### config.mk
export PLATFORM = sky130hd
export DESIGN_NAME = prs_ref_switch
export DESIGN_NICKNAME = d
export VERILOG_FILES = /design/src/rtl/prs_pkg.sv /design/src/rtl/prs_ref_switch.sv
export SDC_FILE = /design/constraint.sdc
export NUM_CORES = 1
export LEC_CHECK = 0
export BUFFER_PORTS_ARGS = -buffer_cell sky130_fd_sc_hd__buf_4
export CAP_MARGIN = 20
export CORE_UTILIZATION = 31
export CTS_BUF_LIST = sky130_fd_sc_hd__clkbuf_16
export CTS_CLUSTER_SIZE = 30
export DETAILED_ROUTE_END_ITERATION = 6
export PLACE_DENSITY = 0.55
export SYNTH_ARGS = -nofsm -noshare
export SYNTH_HDL_FRONTEND = slang
export SYNTH_SLANG_ARGS = --single-unit
### constraint.sdc
create_clock -name ref_clk -period 2.6 [get_ports ref_clk]
set_input_delay 0.52 -clock ref_clk [delete_from_list [all_inputs] [get_ports ref_clk]]
set_output_delay 0.52 -clock ref_clk [all_outputs]
set_load 0.01 [all_outputs]
### src/rtl/prs_pkg.sv
// package: register map, fields and types of the reference switchover block
package prs_pkg;

  // register indices; byte address is four times the index
  localparam logic [7:0] IDX_LOOP_CTRL   = 8'h10;
  localparam logic [7:0] IDX_PFD_CTRL    = 8'h17;
  localparam logic [7:0] IDX_REF_CTRL    = 8'h1c;
  localparam logic [7:0] IDX_REF_SEL     = 8'h1d;
  localparam logic [7:0] IDX_PUMP_CUR    = 8'h30;
  localparam logic [7:0] IDX_STATUS      = 8'h31;

  // loop control fields
  localparam int LOOP_PWR_LSB   = 0;
  localparam int PUMP_MODE_LSB  = 4;
  localparam int PFD_POL_BIT    = 7;
  localparam logic [1:0] PWR_NORMAL = 2'h0;
  localparam logic [1:0] PWR_ASYNC_DOWN = 2'h1;

  // pump mode codes
  localparam logic [2:0] PUMP_HIGHZ  = 3'h0;
  localparam logic [2:0] PUMP_UP     = 3'h1;
  localparam logic [2:0] PUMP_DOWN   = 3'h2;
  localparam logic [2:0] PUMP_NORMAL = 3'h3;

  // reference control fields
  localparam int REF_DIFF_SEL_BIT  = 0;
  localparam int REF_PRI_EN_BIT    = 1;
  localparam int REF_SEC_EN_BIT    = 2;
  localparam int REF_STAY_SEC_BIT  = 3;
  localparam int REF_AUTO_BIT      = 4;
  localparam int REF_USE_PIN_BIT   = 5;
  localparam int REF_DIFF_EN_BIT   = 6;
  localparam int REF_DEGLITCH_OFF_BIT = 7;

  // reset values
  localparam logic [7:0] RST_LOOP_CTRL = 8'h01;
  localparam logic [1:0] RST_ABL       = 2'h0;
  localparam logic [7:0] RST_REF_CTRL  = 8'h00;
  localparam logic       RST_REF_SEL   = 1'b0;
  localparam logic [2:0] RST_PUMP_CUR  = 3'h0;

  // detection counts
  localparam logic [1:0] MISS_FALLS    = 2'h2;
  localparam logic [2:0] RETURN_RISES  = 3'h4;

  // synchronised inputs
  localparam int IN_PRI   = 0;
  localparam int IN_SEC   = 1;
  localparam int IN_SEL   = 2;
  localparam int IN_RDIV  = 3;
  localparam int IN_NDIV  = 4;
  localparam int IN_COUNT = 5;

  typedef enum logic {AUTO_PRI, AUTO_SEC} prs_auto_type;

  typedef struct packed {
    logic       up;
    logic       down;
    logic       highZ;
    logic [2:0] current;
  } prs_pump_type;

  typedef struct packed {
    logic diffOn;
    logic priOn;
    logic secOn;
  } prs_buf_type;

endpackage

### src/rtl/prs_ref_switch.sv
// reference selection, switchover, detector and pump control with bus slave
`timescale 1ns/1ps
module prs_ref_switch (
  input  wire logic              ref_clk,
  input  wire logic              rst_n,
  input  wire logic [7:0]        address,
  input  wire logic              read,
  input  wire logic              write,
  input  wire logic [31:0]       writedata,
  input  wire logic [3:0]        byteenable,
  output logic [31:0]            readdata,
  output logic                   waitrequest,
  input  wire logic              primaryRefPin,
  input  wire logic              secondaryRefPin,
  input  wire logic              refSelectPin,
  input  wire logic              refDividerOut,
  input  wire logic              fbDividerOut,
  output logic                   loopRef,
  output prs_pkg::prs_pump_type  pumpCmd,
  output prs_pkg::prs_buf_type   bufEnable,
  output logic                   primaryMissing
);
  import prs_pkg::*;

  // bus slave
  logic        wait_ff;
  logic        nxt_wait;
  logic [31:0] rdata_ff;
  logic [31:0] nxt_rdata;
  logic [7:0]  loopCtrl_ff;
  logic [1:0]  ablWidth_ff;
  logic [7:0]  refCtrl_ff;
  logic        regSel_ff;
  logic [2:0]  pumpCur_ff;

  wire [7:0] regIdx    = {2'h0, address[7:2]};
  wire       wrStrobe  = write & ~wait_ff & byteenable[0];
  wire       wrLoop    = wrStrobe & (regIdx == IDX_LOOP_CTRL);
  wire       wrPfd     = wrStrobe & (regIdx == IDX_PFD_CTRL);
  wire       wrRef     = wrStrobe & (regIdx == IDX_REF_CTRL);
  wire       wrSel     = wrStrobe & (regIdx == IDX_REF_SEL);
  wire       wrCur     = wrStrobe & (regIdx == IDX_PUMP_CUR);

  // one wait cycle, then the answer stands for one cycle
  assign nxt_wait = ~((read | write) & wait_ff);

  always_ff @(posedge ref_clk or negedge rst_n) begin
    if (!rst_n) begin
      wait_ff  <= 1'b1;
      rdata_ff <= 32'h0;
    end else begin
      wait_ff  <= nxt_wait;
      rdata_ff <= nxt_rdata;
    end
  end

  always_ff @(posedge ref_clk or negedge rst_n) begin
    if (!rst_n) begin
      loopCtrl_ff <= RST_LOOP_CTRL;
      ablWidth_ff <= RST_ABL;
      refCtrl_ff  <= RST_REF_CTRL;
      regSel_ff   <= RST_REF_SEL;
      pumpCur_ff  <= RST_PUMP_CUR;
    end else begin
      if (wrLoop)
        loopCtrl_ff <= writedata[7:0];
      if (wrPfd)
        ablWidth_ff <= writedata[1:0];
      if (wrRef)
        refCtrl_ff <= writedata[7:0];
      if (wrSel)
        regSel_ff <= writedata[0];
      if (wrCur)
        pumpCur_ff <= writedata[2:0];
    end
  end

  // control decode
  wire [1:0] loopPwr   = loopCtrl_ff[LOOP_PWR_LSB +: 2];
  wire [2:0] pumpMode  = loopCtrl_ff[PUMP_MODE_LSB +: 3];
  wire       pfdNeg    = loopCtrl_ff[PFD_POL_BIT];
  // only the normal code powers the loop
  wire       loopOn    = (loopPwr == PWR_NORMAL);
  wire       diffSel   = refCtrl_ff[REF_DIFF_SEL_BIT];
  wire       stayOnSec = refCtrl_ff[REF_STAY_SEC_BIT];
  wire       usePin    = refCtrl_ff[REF_USE_PIN_BIT];
  wire       deglOff   = refCtrl_ff[REF_DEGLITCH_OFF_BIT];
  wire       autoOn    = refCtrl_ff[REF_AUTO_BIT] & ~diffSel;
  wire       diffOn    = loopOn & diffSel & refCtrl_ff[REF_DIFF_EN_BIT];
  wire       priSeOn   = loopOn & ~diffSel & refCtrl_ff[REF_PRI_EN_BIT];
  wire       secSeOn   = loopOn & ~diffSel & refCtrl_ff[REF_SEC_EN_BIT];

  // pin synchronisers; the first stage feeds only the second
  logic [IN_COUNT-1:0] syncA_ff;
  logic [IN_COUNT-1:0] syncB_ff;
  wire  [IN_COUNT-1:0] pinIn = {fbDividerOut, refDividerOut, refSelectPin,
                                secondaryRefPin, primaryRefPin};

  genvar gi;
  generate
    for (gi = 0; gi < IN_COUNT; gi = gi + 1) begin : g_sync
      always_ff @(posedge ref_clk or negedge rst_n) begin
        if (!rst_n) begin
          syncA_ff[gi] <= 1'b0;
          syncB_ff[gi] <= 1'b0;
        end else begin
          syncA_ff[gi] <= pinIn[gi];
          syncB_ff[gi] <= syncA_ff[gi];
        end
      end
    end
  endgenerate

  // gated levels and previous values for edge detection
  logic priPrev_ff;
  logic secPrev_ff;
  logic rPrev_ff;
  logic nPrev_ff;
  wire  priLvl  = syncB_ff[IN_PRI] & (priSeOn | diffOn);
  wire  secLvl  = syncB_ff[IN_SEC] & secSeOn;
  wire  priRise = priLvl & ~priPrev_ff;
  wire  priEdge = priLvl ^ priPrev_ff;
  wire  secRise = secLvl & ~secPrev_ff;
  wire  secFall = ~secLvl & secPrev_ff;
  wire  rRise   = syncB_ff[IN_RDIV] & ~rPrev_ff;
  wire  nRise   = syncB_ff[IN_NDIV] & ~nPrev_ff;

  always_ff @(posedge ref_clk or negedge rst_n) begin
    if (!rst_n) begin
      priPrev_ff <= 1'b0;
      secPrev_ff <= 1'b0;
      rPrev_ff   <= 1'b0;
      nPrev_ff   <= 1'b0;
    end else begin
      priPrev_ff <= priLvl;
      secPrev_ff <= secLvl;
      rPrev_ff   <= syncB_ff[IN_RDIV];
      nPrev_ff   <= syncB_ff[IN_NDIV];
    end
  end

  // missing and returning detection on the reference edges
  logic [1:0] missCnt_ff;
  logic [1:0] secSince_ff;
  logic [2:0] retCnt_ff;
  // two secondary falls, no primary edge
  wire        missHit  = (missCnt_ff == MISS_FALLS);
  // four primary rises, no double secondary fall
  wire        retHit   = (retCnt_ff == RETURN_RISES);
  wire        twoFalls = (secSince_ff == MISS_FALLS);

  always_ff @(posedge ref_clk or negedge rst_n) begin
    if (!rst_n) begin
      missCnt_ff  <= 2'h0;
      secSince_ff <= 2'h0;
      retCnt_ff   <= 3'h0;
    end else begin
      if (priEdge)
        missCnt_ff <= 2'h0;
      else if (secFall && !missHit)
        missCnt_ff <= missCnt_ff + 2'h1;
      if (priRise)
        secSince_ff <= 2'h0;
      else if (secFall && !twoFalls)
        secSince_ff <= secSince_ff + 2'h1;
      if (priRise && twoFalls)
        retCnt_ff <= 3'h1;
      else if (priRise && !retHit)
        retCnt_ff <= retCnt_ff + 3'h1;
      else if (missHit)
        retCnt_ff <= 3'h0;
    end
  end

  // automatic selection state
  prs_auto_type autoState_ff;
  prs_auto_type nxt_autoState;

  always_comb begin
    nxt_autoState = autoState_ff;
    unique case (autoState_ff)
      AUTO_PRI: begin
        if (autoOn && missHit)
          nxt_autoState = AUTO_SEC;
      end
      AUTO_SEC: begin
        if (!autoOn)
          nxt_autoState = AUTO_PRI;
        else if (!stayOnSec && retHit)
          nxt_autoState = AUTO_PRI;
      end
    endcase
  end

  always_ff @(posedge ref_clk or negedge rst_n) begin
    if (!rst_n)
      autoState_ff <= AUTO_PRI;
    else
      autoState_ff <= nxt_autoState;
  end

  // manual selection registered from the synced select pin or the select register
  logic manSel_ff;
  always_ff @(posedge ref_clk or negedge rst_n) begin
    if (!rst_n)
      manSel_ff <= 1'b0;
    else
      manSel_ff <= usePin ? syncB_ff[IN_SEL] : regSel_ff;
  end

  // manual or automatic target; differential select forces primary
  wire target     = diffSel ? 1'b0 :
                    autoOn ? (autoState_ff == AUTO_SEC) : manSel_ff;
  wire targetRise = target ? secRise : priRise;

  // switchover: output held low until the target rises, unless deglitch is off in manual mode
  logic activeSel_ff;
  logic gate_ff;
  logic loopRef_ff;
  wire  pending   = (target != activeSel_ff);
  wire  immediate = ~autoOn & deglOff;

  always_ff @(posedge ref_clk or negedge rst_n) begin
    if (!rst_n) begin
      activeSel_ff <= 1'b0;
      gate_ff      <= 1'b0;
    end else if (pending && immediate) begin
      activeSel_ff <= target;
      gate_ff      <= 1'b0;
    end else if (pending && targetRise) begin
      // switch on the target's rising edge
      activeSel_ff <= target;
      gate_ff      <= 1'b0;
    end else if (pending) begin
      // deglitch holds edges; waits for target clock
      gate_ff      <= 1'b1;
    end else begin
      gate_ff      <= 1'b0;
    end
  end

  wire nxt_loopRef = (pending && !immediate && !targetRise) ? 1'b0 :
                     (pending ? (target ? secLvl : priLvl) :
                      (activeSel_ff ? secLvl : priLvl));

  always_ff @(posedge ref_clk or negedge rst_n) begin
    if (!rst_n)
      loopRef_ff <= 1'b0;
    else
      loopRef_ff <= nxt_loopRef;
  end

  // phase frequency detector with antibacklash overlap
  logic       up_ff;
  logic       dn_ff;
  logic [1:0] ablCnt_ff;
  wire        bothOn = up_ff & dn_ff;

  always_ff @(posedge ref_clk or negedge rst_n) begin
    if (!rst_n) begin
      up_ff     <= 1'b0;
      dn_ff     <= 1'b0;
      ablCnt_ff <= 2'h0;
    end else if (!loopOn) begin
      up_ff     <= 1'b0;
      dn_ff     <= 1'b0;
      ablCnt_ff <= 2'h0;
    end else if (bothOn) begin
      // overlap lasts width field plus one cycles
      if (ablCnt_ff == ablWidth_ff) begin
        up_ff     <= 1'b0;
        dn_ff     <= 1'b0;
        ablCnt_ff <= 2'h0;
      end else begin
        ablCnt_ff <= ablCnt_ff + 2'h1;
      end
    end else begin
      up_ff <= up_ff | rRise;
      dn_ff <= dn_ff | nRise;
    end
  end

  // pump mode; negative polarity swaps directions
  wire pfdUp = pfdNeg ? dn_ff : up_ff;
  wire pfdDn = pfdNeg ? up_ff : dn_ff;
  wire modeNorm = loopOn & (pumpMode == PUMP_NORMAL);
  wire modeUp   = loopOn & (pumpMode == PUMP_UP);
  wire modeDn   = loopOn & (pumpMode == PUMP_DOWN);
  prs_pump_type nxt_pump;
  assign nxt_pump.up      = modeUp | (modeNorm & pfdUp);
  assign nxt_pump.down    = modeDn | (modeNorm & pfdDn);
  assign nxt_pump.highZ   = ~(modeNorm | modeUp | modeDn);
  assign nxt_pump.current = pumpCur_ff;

  prs_pump_type pump_ff;
  prs_buf_type  buf_ff;
  logic         missing_ff;
  always_ff @(posedge ref_clk or negedge rst_n) begin
    if (!rst_n) begin
      pump_ff    <= '{up: 1'b0, down: 1'b0, highZ: 1'b1, current: 3'h0};
      buf_ff     <= '{diffOn: 1'b0, priOn: 1'b0, secOn: 1'b0};
      missing_ff <= 1'b0;
    end else begin
      pump_ff    <= nxt_pump;
      buf_ff     <= '{diffOn: diffOn, priOn: priSeOn, secOn: secSeOn};
      missing_ff <= missHit;
    end
  end

  // read mux; unmapped words read as zero
  wire [7:0] statusVal = {1'b0, buf_ff.secOn, buf_ff.priOn, buf_ff.diffOn,
                          gate_ff, (autoState_ff == AUTO_SEC), missing_ff,
                          activeSel_ff};
  wire [7:0] rdByte = (regIdx == IDX_LOOP_CTRL) ? loopCtrl_ff :
                      (regIdx == IDX_PFD_CTRL)  ? {6'h0, ablWidth_ff} :
                      (regIdx == IDX_REF_CTRL)  ? refCtrl_ff :
                      (regIdx == IDX_REF_SEL)   ? {7'h0, regSel_ff} :
                      (regIdx == IDX_PUMP_CUR)  ? {5'h0, pumpCur_ff} :
                      (regIdx == IDX_STATUS)    ? statusVal : 8'h00;
  assign nxt_rdata = (read && wait_ff) ? {24'h0, rdByte} : rdata_ff;

  assign readdata       = rdata_ff;
  assign waitrequest    = wait_ff;
  assign loopRef        = loopRef_ff;
  assign pumpCmd        = pump_ff;
  assign bufEnable      = buf_ff;
  assign primaryMissing = missing_ff;

endmodule

==> impl_metrics.tcl, run 1 <==
set metrics [dict create \
    run_status "complete, no violations" \
    initial_antenna_violation_count 0 \
    cts_tree "yes" \
    boundaryPins 97 \
    largest_cells_by_area_after_synthesis "sky130_fd_sc_hd__dfrtp_1, sky130_fd_sc_hd__mux2_2, sky130_fd_sc_hd__buf_4" \
    finalCoreUtilization_pct 40.0 \
    detail_route.wirelength.met1_mm 3.05 \
    synth_top_family_by_area "simple AND/OR/NAND/NOR gates" \
    postRouteAntennaNets 0 \
    synth-main-ff-cell "sky130_fd_sc_hd__dfrtp_1" \
    route.met2.wl_mm 3.38 \
    timing.critical_path.to_type "register" \
    max-vdd-ir-drop_v 0.000376 \
    slew_at_the_pin_closest_to_its_max_slew_limit_ps 892 \
    worstSetupPathType "reg2reg" \
    synth-xor-area-share_pct 1.10 \
    post_synth_cell_types 48 \
    cts.path.max_buffers 2 \
    routed-via-count 2224 \
    cts.root.buffer_cell "sky130_fd_sc_hd__clkbuf_16" \
    final.min_clock_period_ps 1960 \
    placement.io_buffers 43 \
    critical_path.max_stage_delay_ps 600 \
    floorplan.initialDensity_pct 32.3 \
    first_iter_violations 63 \
    slew_viol_final 0 \
    p_leak_nw 1.89 \
    required_ps 2820 \
    critPathBufInv 0 \
    timing.fmax_mhz 511 \
    highest_layer "met4" \
    layout.cells.most_common "sky130_fd_sc_hd__dfrtp_1" \
    finalSetupViolations 0 \
    seq_area_um2 1780 \
    vias_in_the_first_global_route 2137 \
    htree_num_levels 3 \
    layout-drive-gt1-share_pct 28.2 \
    multi_input_comb_area_um2 1240 \
    synth-seq-area-share_pct 55.8 \
    synth_edf_count 0 \
    remaining_drc_errors 0 \
    drt-pass1-iter-count 4 \
    n_antenna_cell 0 \
    num_rows 36 \
    final.setup.worst_slack_ps 644 \
    fin_nets 393 \
    cts.reportedPaths.clkPinSlew_ps 60 \
    clk_latency_ps 330 \
    timing.max_slew.rel_slack_pct 40.5 \
    tritoncts.num_buffers 9 \
    p_per_area_nw_per_um2 808 \
    tns_ps 0 \
    fp.dieArea_um2 10700 \
    critical_path.slowest_cell "sky130_fd_sc_hd__dfstp_2" \
    timing.critical_path.max_delay_family "flip-flops" \
    largest_net_degree_at_the_start_of_global_routing 72 \
    cts_setup_buffers 0 \
    yosysTopAreaCellShare_pct 53.3 \
    rsz0062_at_grt "no" \
    die_h_um 103 \
    areaGrowthSynthToFinish_pct 23.7 \
    yosys.area_share.simple_pct 12.7 \
    finalHoldViolCount 0 \
    post-synth-top-area-cell "sky130_fd_sc_hd__dfrtp_1" \
    worst_ep_arrival_time_ps 2170 \
    grt_first_pass_wirelength_mm 11.2 \
    cts_repair_resize_count 0 \
    worst_path_max_fanout 8 \
    layout.filler_cells 939 \
    skew_ps 5.10 \
    setup.worst_path.start_class "register" \
    synth.area.mux_share_pct 9.37 \
    coreArea_um2 9860 \
    cts_hold_repair.buffers 0 \
    synth.cell_area_um2 3190 \
    dp_hpwl_mm 4.87 \
    yosysWarningCount 0 \
    worst_hold_path_type "in2reg" \
    synth_async_sr_flop_share_pct 100 \
    grt.total_usage_pct 14.5 \
    grt-ovfl-total 0 \
    cts_sinks 71 \
    viasPerCell 4.70 \
    die_x_um 103 \
    synth_cells 282 \
    register_bit_total_from_synthesis 71 \
    maximum_capacitance_violations 0 \
    layout_common_cells "sky130_fd_sc_hd__dfrtp_1, sky130_fd_sc_hd__buf_4, sky130_fd_sc_hd__conb_1" \
    layout_worst_path_cycle_share_pct 75.2 \
    gpl.final_weighted_congestion 0.788 \
    worstPathCellList "nor2_1, and3_1, ha_1, a21oi_1, nand2_1, a31o_2" \
    synth_compound_gate_area_share_pct 11.1 \
    met3RoutedLength_um 325 \
    yosys.area_share.adder_pct 1.96 \
    place_worst_setup_slack_ps 339 \
    post_drt_wl_per_cell_um 14.5 \
    timing.hold.ws_ps 292 \
    wl_mm 6.84 \
    synth.avg_cell_area_um2 11.3 \
]
state kept, by name, summed over array words and instances, names as in the netlist, 2 cells and up:
register and count:
loopCtrl_ff 8, readdata 8, refCtrl_ff 8, pumpCmd 6, syncA_ff 5, syncB_ff 5, bufEnable 3, pumpCur_ff 3
retCnt_ff 3, ablCnt_ff 2, ablWidth_ff 2, missCnt_ff 2, secSince_ff 2
cells in the mapped netlist, drive strengths merged (4+ instances only):
library cell  count
dfrtp            68
buf              26
mux2             23
a21oi            20
nor2             20
nand2            19
inv              15
o21ai            15
nand3             8
a221oi            6
nor3              6
ha                5
mux2i             4
nand2b            4
worst paths after layout:
| check | start | slack (ps) | end | cells past startpoint |
|---|---|---|---|---|
| min reg2reg | syncA_ff[0]$_DFF_PN0_ | 350 | syncB_ff[0]$_DFF_PN0_ | 0 |
| min in group asynchronous | rst_n | 310 | loopRef$_DFF_PN0_ | 1 |
| min | refDividerOut | 290 | syncA_ff[3]$_DFF_PN0_ | 1 |
| max reg2reg | loopCtrl_ff[0]$_DFFE_PN1P_ | 640 | loopRef$_DFF_PN0_ | 6 |
| max | loopCtrl_ff[0]$_DFFE_PN1P_ | 640 | loopRef$_DFF_PN0_ | 6 |
| max in group asynchronous | rst_n | 1710 | ablWidth_ff[0]$_DFFE_PN0P_ | 1 |
per-stage QoR:
stage                     area [um2]  std cells  total power [mW]
after global placement          3600        457              1.79
after floorplan                 3280        305              1.64
final                           3950        473              3.19
after detailed placement        3600        457              1.81
after global routing            3950        473              3.37
after CTS                       3950        473              3.24
power breakdown:
part           switching [mW]  leakage (nW)  internal (mW)
Clock                   0.465         0.170          0.939
Sequential              0.101         0.904           1.22
Combinational           0.247         0.817          0.216
Total                   0.813          1.89           2.37
per-layer routing:
layer | GRT usage [%] | vias to the layer above
met5 | 0 | -
met4 | 6.07 | 0
met1 | 18.6 | 1099
li1 | - | 1056
met3 | 4.50 | 4
met2 | 22.5 | 65
cells by family (layout without fill, tap and decap cells):
logic type                 count (synthesis)  in the layout
AOI/OAI and AO/OA                         56             56
xor gates and xnor gates                   4              4
adders and majority gates                  5              5
buffers and inverters                     43             78
DFF                                       71             71
muxes                                     27             27
other                                      1             24
and+or+nand+nor                           75             75
layout make-up:
type                       count  share of cell area [%]
inverter                      15                    1.43
clock buffer                   9                    5.71
clock inverter                 7                    3.08
multi-input combinational    191                    31.5
sequential                    71                    45.1
tap                          133                    4.22
timing repair buffer          47                    8.94
(Power assumes the default switching activity.)
==> inputs of run 2 (changes only) <==
--- a/config.mk
+++ b/config.mk
@@ -11,7 +11,7 @@
 export CTS_BUF_LIST = sky130_fd_sc_hd__clkbuf_16
 export CTS_CLUSTER_SIZE = 30
 export DETAILED_ROUTE_END_ITERATION = 6
-export PLACE_DENSITY = 0.55
+export PLACE_DENSITY = 0.57
 export SYNTH_ARGS = -nofsm -noshare
 export SYNTH_HDL_FRONTEND = slang
 export SYNTH_SLANG_ARGS = --single-unit
==> constraint.sdc (replaced) <==
create_clock -name ref_clk -period 1.6 [get_ports ref_clk]
set_input_delay 0.32 -clock ref_clk [delete_from_list [all_inputs] [get_ports ref_clk]]
set_output_delay 0.32 -clock ref_clk [all_outputs]
set_load 0.01 [all_outputs]
==> run 2 against run 1 <==
Hold slack got worse by 200 ps. Sequential cell count did not move. Largest power group is now registers. Cell count rose by 4.2%. Combinational power rose by 78%. Sequential power rose by 62%. Fmax rose by 29%. Wire length rose by 3.8%. Critical path depth rose by 1. Non-clock buffer count rose by 20. Utilization rose by 1.9 points. Setup slack got worse by 560 ps. Clock power rose by 41%.
==> impl_metrics.tcl, run 2 (same netlist as run 1, synthesis figures left out) <==
set metrics [dict create \
    timing.critical_path.max_delay_family "compound AO/OA/AOI/OAI gates" \
    rsz0062_at_grt "no" \
    wl_mm 7.10 \
    first_iter_violations 105 \
    die_h_um 103 \
    tns_ps 0 \
    die_x_um 103 \
    final.min_clock_period_ps 1520 \
    areaGrowthSynthToFinish_pct 29.5 \
    worstPathCellList "nand2_1, o21ai_0, and3_4, ha_4, a21oi_2, nand2_1, a31o_2" \
    remaining_drc_errors 0 \
    critical_path.slowest_cell "sky130_fd_sc_hd__dfrtp_1" \
    dpl_cell_area_um2 3790 \
    post_drt_wl_per_cell_um 14.4 \
    worst_hold_path_type "in2reg" \
    timing.rr.end "loopRef$_DFF_PN0_" \
    regToRegSetupSlack_ps 80 \
    power.share.combinational_pct 16.7 \
    internal_power_mw 3.59 \
    grt_first_pass_wirelength_mm 11.2 \
    boundaryPins 97 \
    holdPathStages 1 \
    required_ps 1810 \
    worst_hold_path.endpoint "syncA_ff[3]$_DFF_PN0_" \
    gpl.final_weighted_congestion 0.783 \
    cts.reportedPaths.clkPinSlew_ps 60 \
    initial_antenna_violation_count 0 \
    fin_nets 413 \
    layout_common_cells "sky130_fd_sc_hd__dfrtp_1, sky130_fd_sc_hd__buf_4, sky130_fd_sc_hd__conb_1" \
    final_design_area_no_fill_um2 4130 \
    critical_path.max_stage_delay_ps 390 \
    num_rows 36 \
    power.sequential.fraction_pct 43.4 \
    setup.worst_path.start_class "register" \
    routed-via-count 2287 \
    worst_path_max_fanout 5 \
    critPathMostFrequentCell "sky130_fd_sc_hd__nand2_1" \
    p_leak_nw 1.97 \
    hold_start "refDividerOut" \
    layout.filler_cells 940 \
    cts.path.max_buffers 2 \
    switchingPower_mw 1.35 \
    layout.cells.most_common "sky130_fd_sc_hd__dfrtp_1" \
    drt-pass1-iter-count 4 \
    finalSetupViolations 0 \
    placement.io_buffers 43 \
    timing.critical_path.to_type "register" \
    p_per_area_nw_per_um2 1190 \
    clock_power_share_pct 39.9 \
    skew_ps 6.25 \
    timing.rr.start "refCtrl_ff[0]$_DFFE_PN0P_" \
    dp_hpwl_mm 5.23 \
    largest_net_degree_at_the_start_of_global_routing 28 \
    slew_viol_final 0 \
    htree_num_levels 3 \
    net_switching_fraction_of_the_power_pct 27.3 \
    cts_sinks 71 \
    max-vdd-ir-drop_v 0.000566 \
    grt.total_usage_pct 14.6 \
    finalHoldViolCount 0 \
    tritoncts.num_buffers 9 \
    reg2regPathDepth 7 \
    grt-ovfl-total 0 \
    seq_area_um2 1780 \
    cts_tree "yes" \
    coreArea_um2 9860 \
    layout_worst_path_cycle_share_pct 95.0 \
    floorplan.initialDensity_pct 32.3 \
    worst_ep_arrival_time_ps 1730 \
    clk_latency_ps 330 \
    cts.root.buffer_cell "sky130_fd_sc_hd__clkbuf_16" \
    multi_input_comb_area_um2 1290 \
    worstSetupPathType "reg2reg" \
    critPathBufInv 0 \
    fp.dieArea_um2 10700 \
    vias_in_the_first_global_route 2188 \
    run_status "complete, no violations" \
    postRouteAntennaNets 0 \
    maximum_capacitance_violations 0 \
    layout-drive-gt1-share_pct 33.6 \
    viasPerCell 4.64 \
    timing.fmax_mhz 658 \
    n_antenna_cell 0 \
]
==> run 2: how the worst max path moves through the flow <==
stage | depth (start not counted) | from | endpoint | slack (ps)
2_1_floorplan | 5 | address[2] | loopCtrl_ff[1]$_DFFE_PN0P_ | -200
3_3_place_gp | 5 | address[2] | loopCtrl_ff[5]$_DFFE_PN0P_ | -220
3_5_place_dp | 5 | address[2] | loopCtrl_ff[7]$_DFFE_PN0P_ | -230
4_1_cts | 6 | loopCtrl_ff[0]$_DFFE_PN1P_ | loopRef$_DFF_PN0_ | 40
5_1_grt | 7 | refCtrl_ff[0]$_DFFE_PN0P_ | loopRef$_DFF_PN0_ | 8
6_report | 7 | refCtrl_ff[0]$_DFFE_PN0P_ | loopRef$_DFF_PN0_ | 80
==> run 2: worst reg2reg max path, stage by stage, from the launching register on <==
cell and delay, ps:
sky130_fd_sc_hd__dfrtp_1 390, sky130_fd_sc_hd__nand2_1 80, sky130_fd_sc_hd__o21ai_0 90, sky130_fd_sc_hd__and3_4 200, sky130_fd_sc_hd__ha_4 170, sky130_fd_sc_hd__a21oi_2 120, sky130_fd_sc_hd__nand2_1 70, sky130_fd_sc_hd__a31o_2 270
==> run 2: layout make-up <==
| cell class | count | share of cell area (%) |
|---|---|---|
| Sequential cell | 71 | 43.1 |
| Multi-Input combinational cell | 191 | 31.1 |
| Timing Repair Buffer | 67 | 13.1 |
| Clock buffer | 9 | 5.45 |
| Tap cell | 133 | 4.03 |
| Clock inverter | 7 | 1.79 |
| Inverter | 15 | 1.36 |
==> run 2: layer usage <==
layer	share of wire, %	vias to the layer above	track usage [%]
met2	48	64	23.0
met4	1.3	0	6.28
met5	0	-	0
li1	-	1102	-
met1	46	1115	18.7
met3	4.8	6	4.17
==> run 2: per-stage QoR <==
stage	setup WS (ps)	utilization, %	hold WS, ps	std cells	power, mW
final	79.3	41.9	90.8	493	4.94
after global placement	-217	38.5	228	475	2.96
after floorplan	-196	-	24.4	305	2.67
after global routing	8.45	41.9	74.0	493	5.19
after detailed placement	-235	38.5	235	475	2.99
after CTS	39.0	41.7	77.1	493	4.99
==> run 2: timing repair <==
action | 4_1_cts | 5_1_grt
hold buffers | 1 | 0
endpoints found under the setup margin | 1 | 5
pin swaps | 0 | 0
resized for setup | 0 | 5
endpoints found under the hold margin | 17 | 0
setup buffers | 1 | 0
==> run 2: power groups by stage <==
stage	clock network [mW]	logic (mW)	registers [mW]
after floorplan	0	0.513	2.16
after global placement	0	0.792	2.17
after detailed placement	0	0.814	2.17
after CTS	2.02	0.824	2.14
after global routing	2.10	0.923	2.17
final	1.97	0.822	2.14
==> inputs of run 3 (changes only) <==
--- a/config.mk
+++ b/config.mk
@@ -8,10 +8,10 @@
 export BUFFER_PORTS_ARGS = -buffer_cell sky130_fd_sc_hd__buf_4
 export CAP_MARGIN = 20
 export CORE_UTILIZATION = 31
-export CTS_BUF_LIST = sky130_fd_sc_hd__clkbuf_16
+export CTS_CLUSTER_DIAMETER = 150
 export CTS_CLUSTER_SIZE = 30
 export DETAILED_ROUTE_END_ITERATION = 6
-export PLACE_DENSITY = 0.57
+export PLACE_DENSITY = 0.55
 export SYNTH_ARGS = -nofsm -noshare
 export SYNTH_HDL_FRONTEND = slang
 export SYNTH_SLANG_ARGS = --single-unit
==> constraint.sdc (replaced) <==
create_clock -name ref_clk -period 1.7 [get_ports ref_clk]
set_input_delay 0.34 -clock ref_clk [delete_from_list [all_inputs] [get_ports ref_clk]]
set_output_delay 0.34 -clock ref_clk [all_outputs]
set_load 0.01 [all_outputs]
==> run 3 against run 2 <==
Critical path depth is 1 lower. Fmax decreased by 4.3%. Cell count fell by 0.61%. First-iteration DRC count is 20% lower.
==> impl_metrics.tcl, run 3 (same netlist as run 1, synthesis figures left out) <==
set metrics [dict create \
    p_leak_nw 1.91 \
    tritoncts.num_buffers 9 \
    fp.dieArea_um2 10700 \
    routed-via-count 2222 \
    p_per_area_nw_per_um2 1040 \
    die_h_um 103 \
    timing.rr.end "loopRef$_DFF_PN0_" \
    initial_antenna_violation_count 0 \
    n_antenna_cell 0 \
    cts_sinks 71 \
    coreArea_um2 9860 \
    fin_nets 410 \
    run_status "complete, no violations" \
    reg2regPathDepth 6 \
    timing.fmax_mhz 629 \
    required_ps 1940 \
    dp_hpwl_mm 5.06 \
    viasPerCell 4.53 \
    timing.rr.start "loopCtrl_ff[0]$_DFFE_PN1P_" \
    boundaryPins 97 \
    remaining_drc_errors 0 \
    finalHoldViolCount 0 \
    cts.reportedPaths.clkPinSlew_ps 80 \
    wl_mm 6.98 \
    postRouteAntennaNets 0 \
    p_total_mw 4.16 \
    vias_in_the_first_global_route 2074 \
    grt_first_pass_wirelength_mm 10.9 \
    worst_ep_arrival_time_ps 1820 \
    worstSetupPathType "reg2reg" \
    gpl.final_weighted_congestion 0.784 \
    areaGrowthSynthToFinish_pct 25.2 \
    setup.worst_path.start_class "register" \
    floorplan.initialDensity_pct 32.3 \
    regToRegSetupSlack_ps 110 \
    post_drt_wl_per_cell_um 14.2 \
    slew_viol_final 0 \
    drt-pass1-iter-count 4 \
    cts.root.buffer_cell "sky130_fd_sc_hd__clkbuf_8" \
    rsz0062_at_grt "no" \
    holdPathStages 1 \
    skew_ps 7.40 \
    clk_latency_ps 350 \
    tns_ps 0 \
    worst_path_max_fanout 4 \
    layout.cells.most_common "sky130_fd_sc_hd__dfrtp_1" \
    cts_tree "yes" \
    timing.critical_path.to_type "register" \
    first_iter_violations 84 \
    placement.io_buffers 43 \
    num_rows 36 \
    worst_hold_path.endpoint "syncA_ff[2]$_DFF_PN0_" \
    finalSetupViolations 0 \
    layout-drive-gt1-share_pct 32.5 \
    cts.path.max_buffers 2 \
    max-vdd-ir-drop_v 0.000374 \
    layout_common_cells "sky130_fd_sc_hd__dfrtp_1, sky130_fd_sc_hd__buf_4, sky130_fd_sc_hd__conb_1" \
    final.min_clock_period_ps 1590 \
    grt-ovfl-total 0 \
    htree_num_levels 3 \
    die_x_um 103 \
    maximum_capacitance_violations 0 \
    hold_start "refSelectPin" \
    layout_worst_path_cycle_share_pct 93.5 \
    grt.total_usage_pct 13.9 \
    worst_hold_path_type "in2reg" \
    largest_net_degree_at_the_start_of_global_routing 42 \
]
-- run 3: layout make-up --
type	instances	area, um2
Sequential cell	71	1780
Inverter	15	56.3
Clock inverter	7	80.1
Tap cell	133	166
Clock buffer	9	124
Timing Repair Buffer	64	508
Fill cell	974	5870
Multi-Input combinational cell	191	1280
-- run 3: routing by layer --
layer | share of wire [%] | global-route usage, % | vias up
met5 | 0 | 0 | -
met4 | 1.6 | 5.53 | 0
met3 | 4.4 | 3.09 | 10
met2 | 46 | 21.4 | 63
met1 | 48 | 19.0 | 1061
li1 | - | - | 1088
-- run 3: critical path: stages (launching register included) --
cell and delay, ps:
sky130_fd_sc_hd__dfstp_2 540, sky130_fd_sc_hd__nor2_1 60, sky130_fd_sc_hd__and3_1 190, sky130_fd_sc_hd__ha_2 220, sky130_fd_sc_hd__a21oi_4 140, sky130_fd_sc_hd__nand2_1 70
sky130_fd_sc_hd__a31o_2 250
-- run 3: worst max path at each step --
stage | slack [ps] | endpoint | cells past startpoint | from
finish | 110 | loopRef$_DFF_PN0_ | 6 | loopCtrl_ff[0]$_DFFE_PN1P_
detailed placement | -120 | refCtrl_ff[6]$_DFFE_PN0P_ | 5 | address[2]
CTS | 60 | loopRef$_DFF_PN0_ | 6 | loopCtrl_ff[0]$_DFFE_PN1P_
floorplan | -120 | loopCtrl_ff[1]$_DFFE_PN0P_ | 5 | address[2]
global placement | -120 | refCtrl_ff[7]$_DFFE_PN0P_ | 5 | address[2]
global route | 10 | loopRef$_DFF_PN0_ | 7 | refCtrl_ff[0]$_DFFE_PN0P_
-- run 3: repair_timing --
action,in CTS,in global routing
setup buffers,0,0
hold buffers,1,0
hold endpoints to repair,4,0
resized for setup,1,3
endpoints found under the setup margin,1,5
-- run 3: per-stage QoR --
step	cells	setup slack [ps]	hold WS, ps	area, um2	util, %
floorplan	305	-117	44.4	3300	-
finish	490	111	90.9	3990	40.5
global placement	473	-117	158	3760	38.1
global route	490	12.2	75.4	3990	40.5
CTS	490	58.4	74.6	3980	40.3
detailed placement	473	-125	159	3760	38.1
-- run 3: where the power goes --
| part | internal (mW) | switching, mW |
|---|---|---|
| sequential | 1.86 | 0.149 |
| combinational | 0.366 | 0.385 |
| clock | 0.695 | 0.698 |
| total | 2.92 | 1.23 |
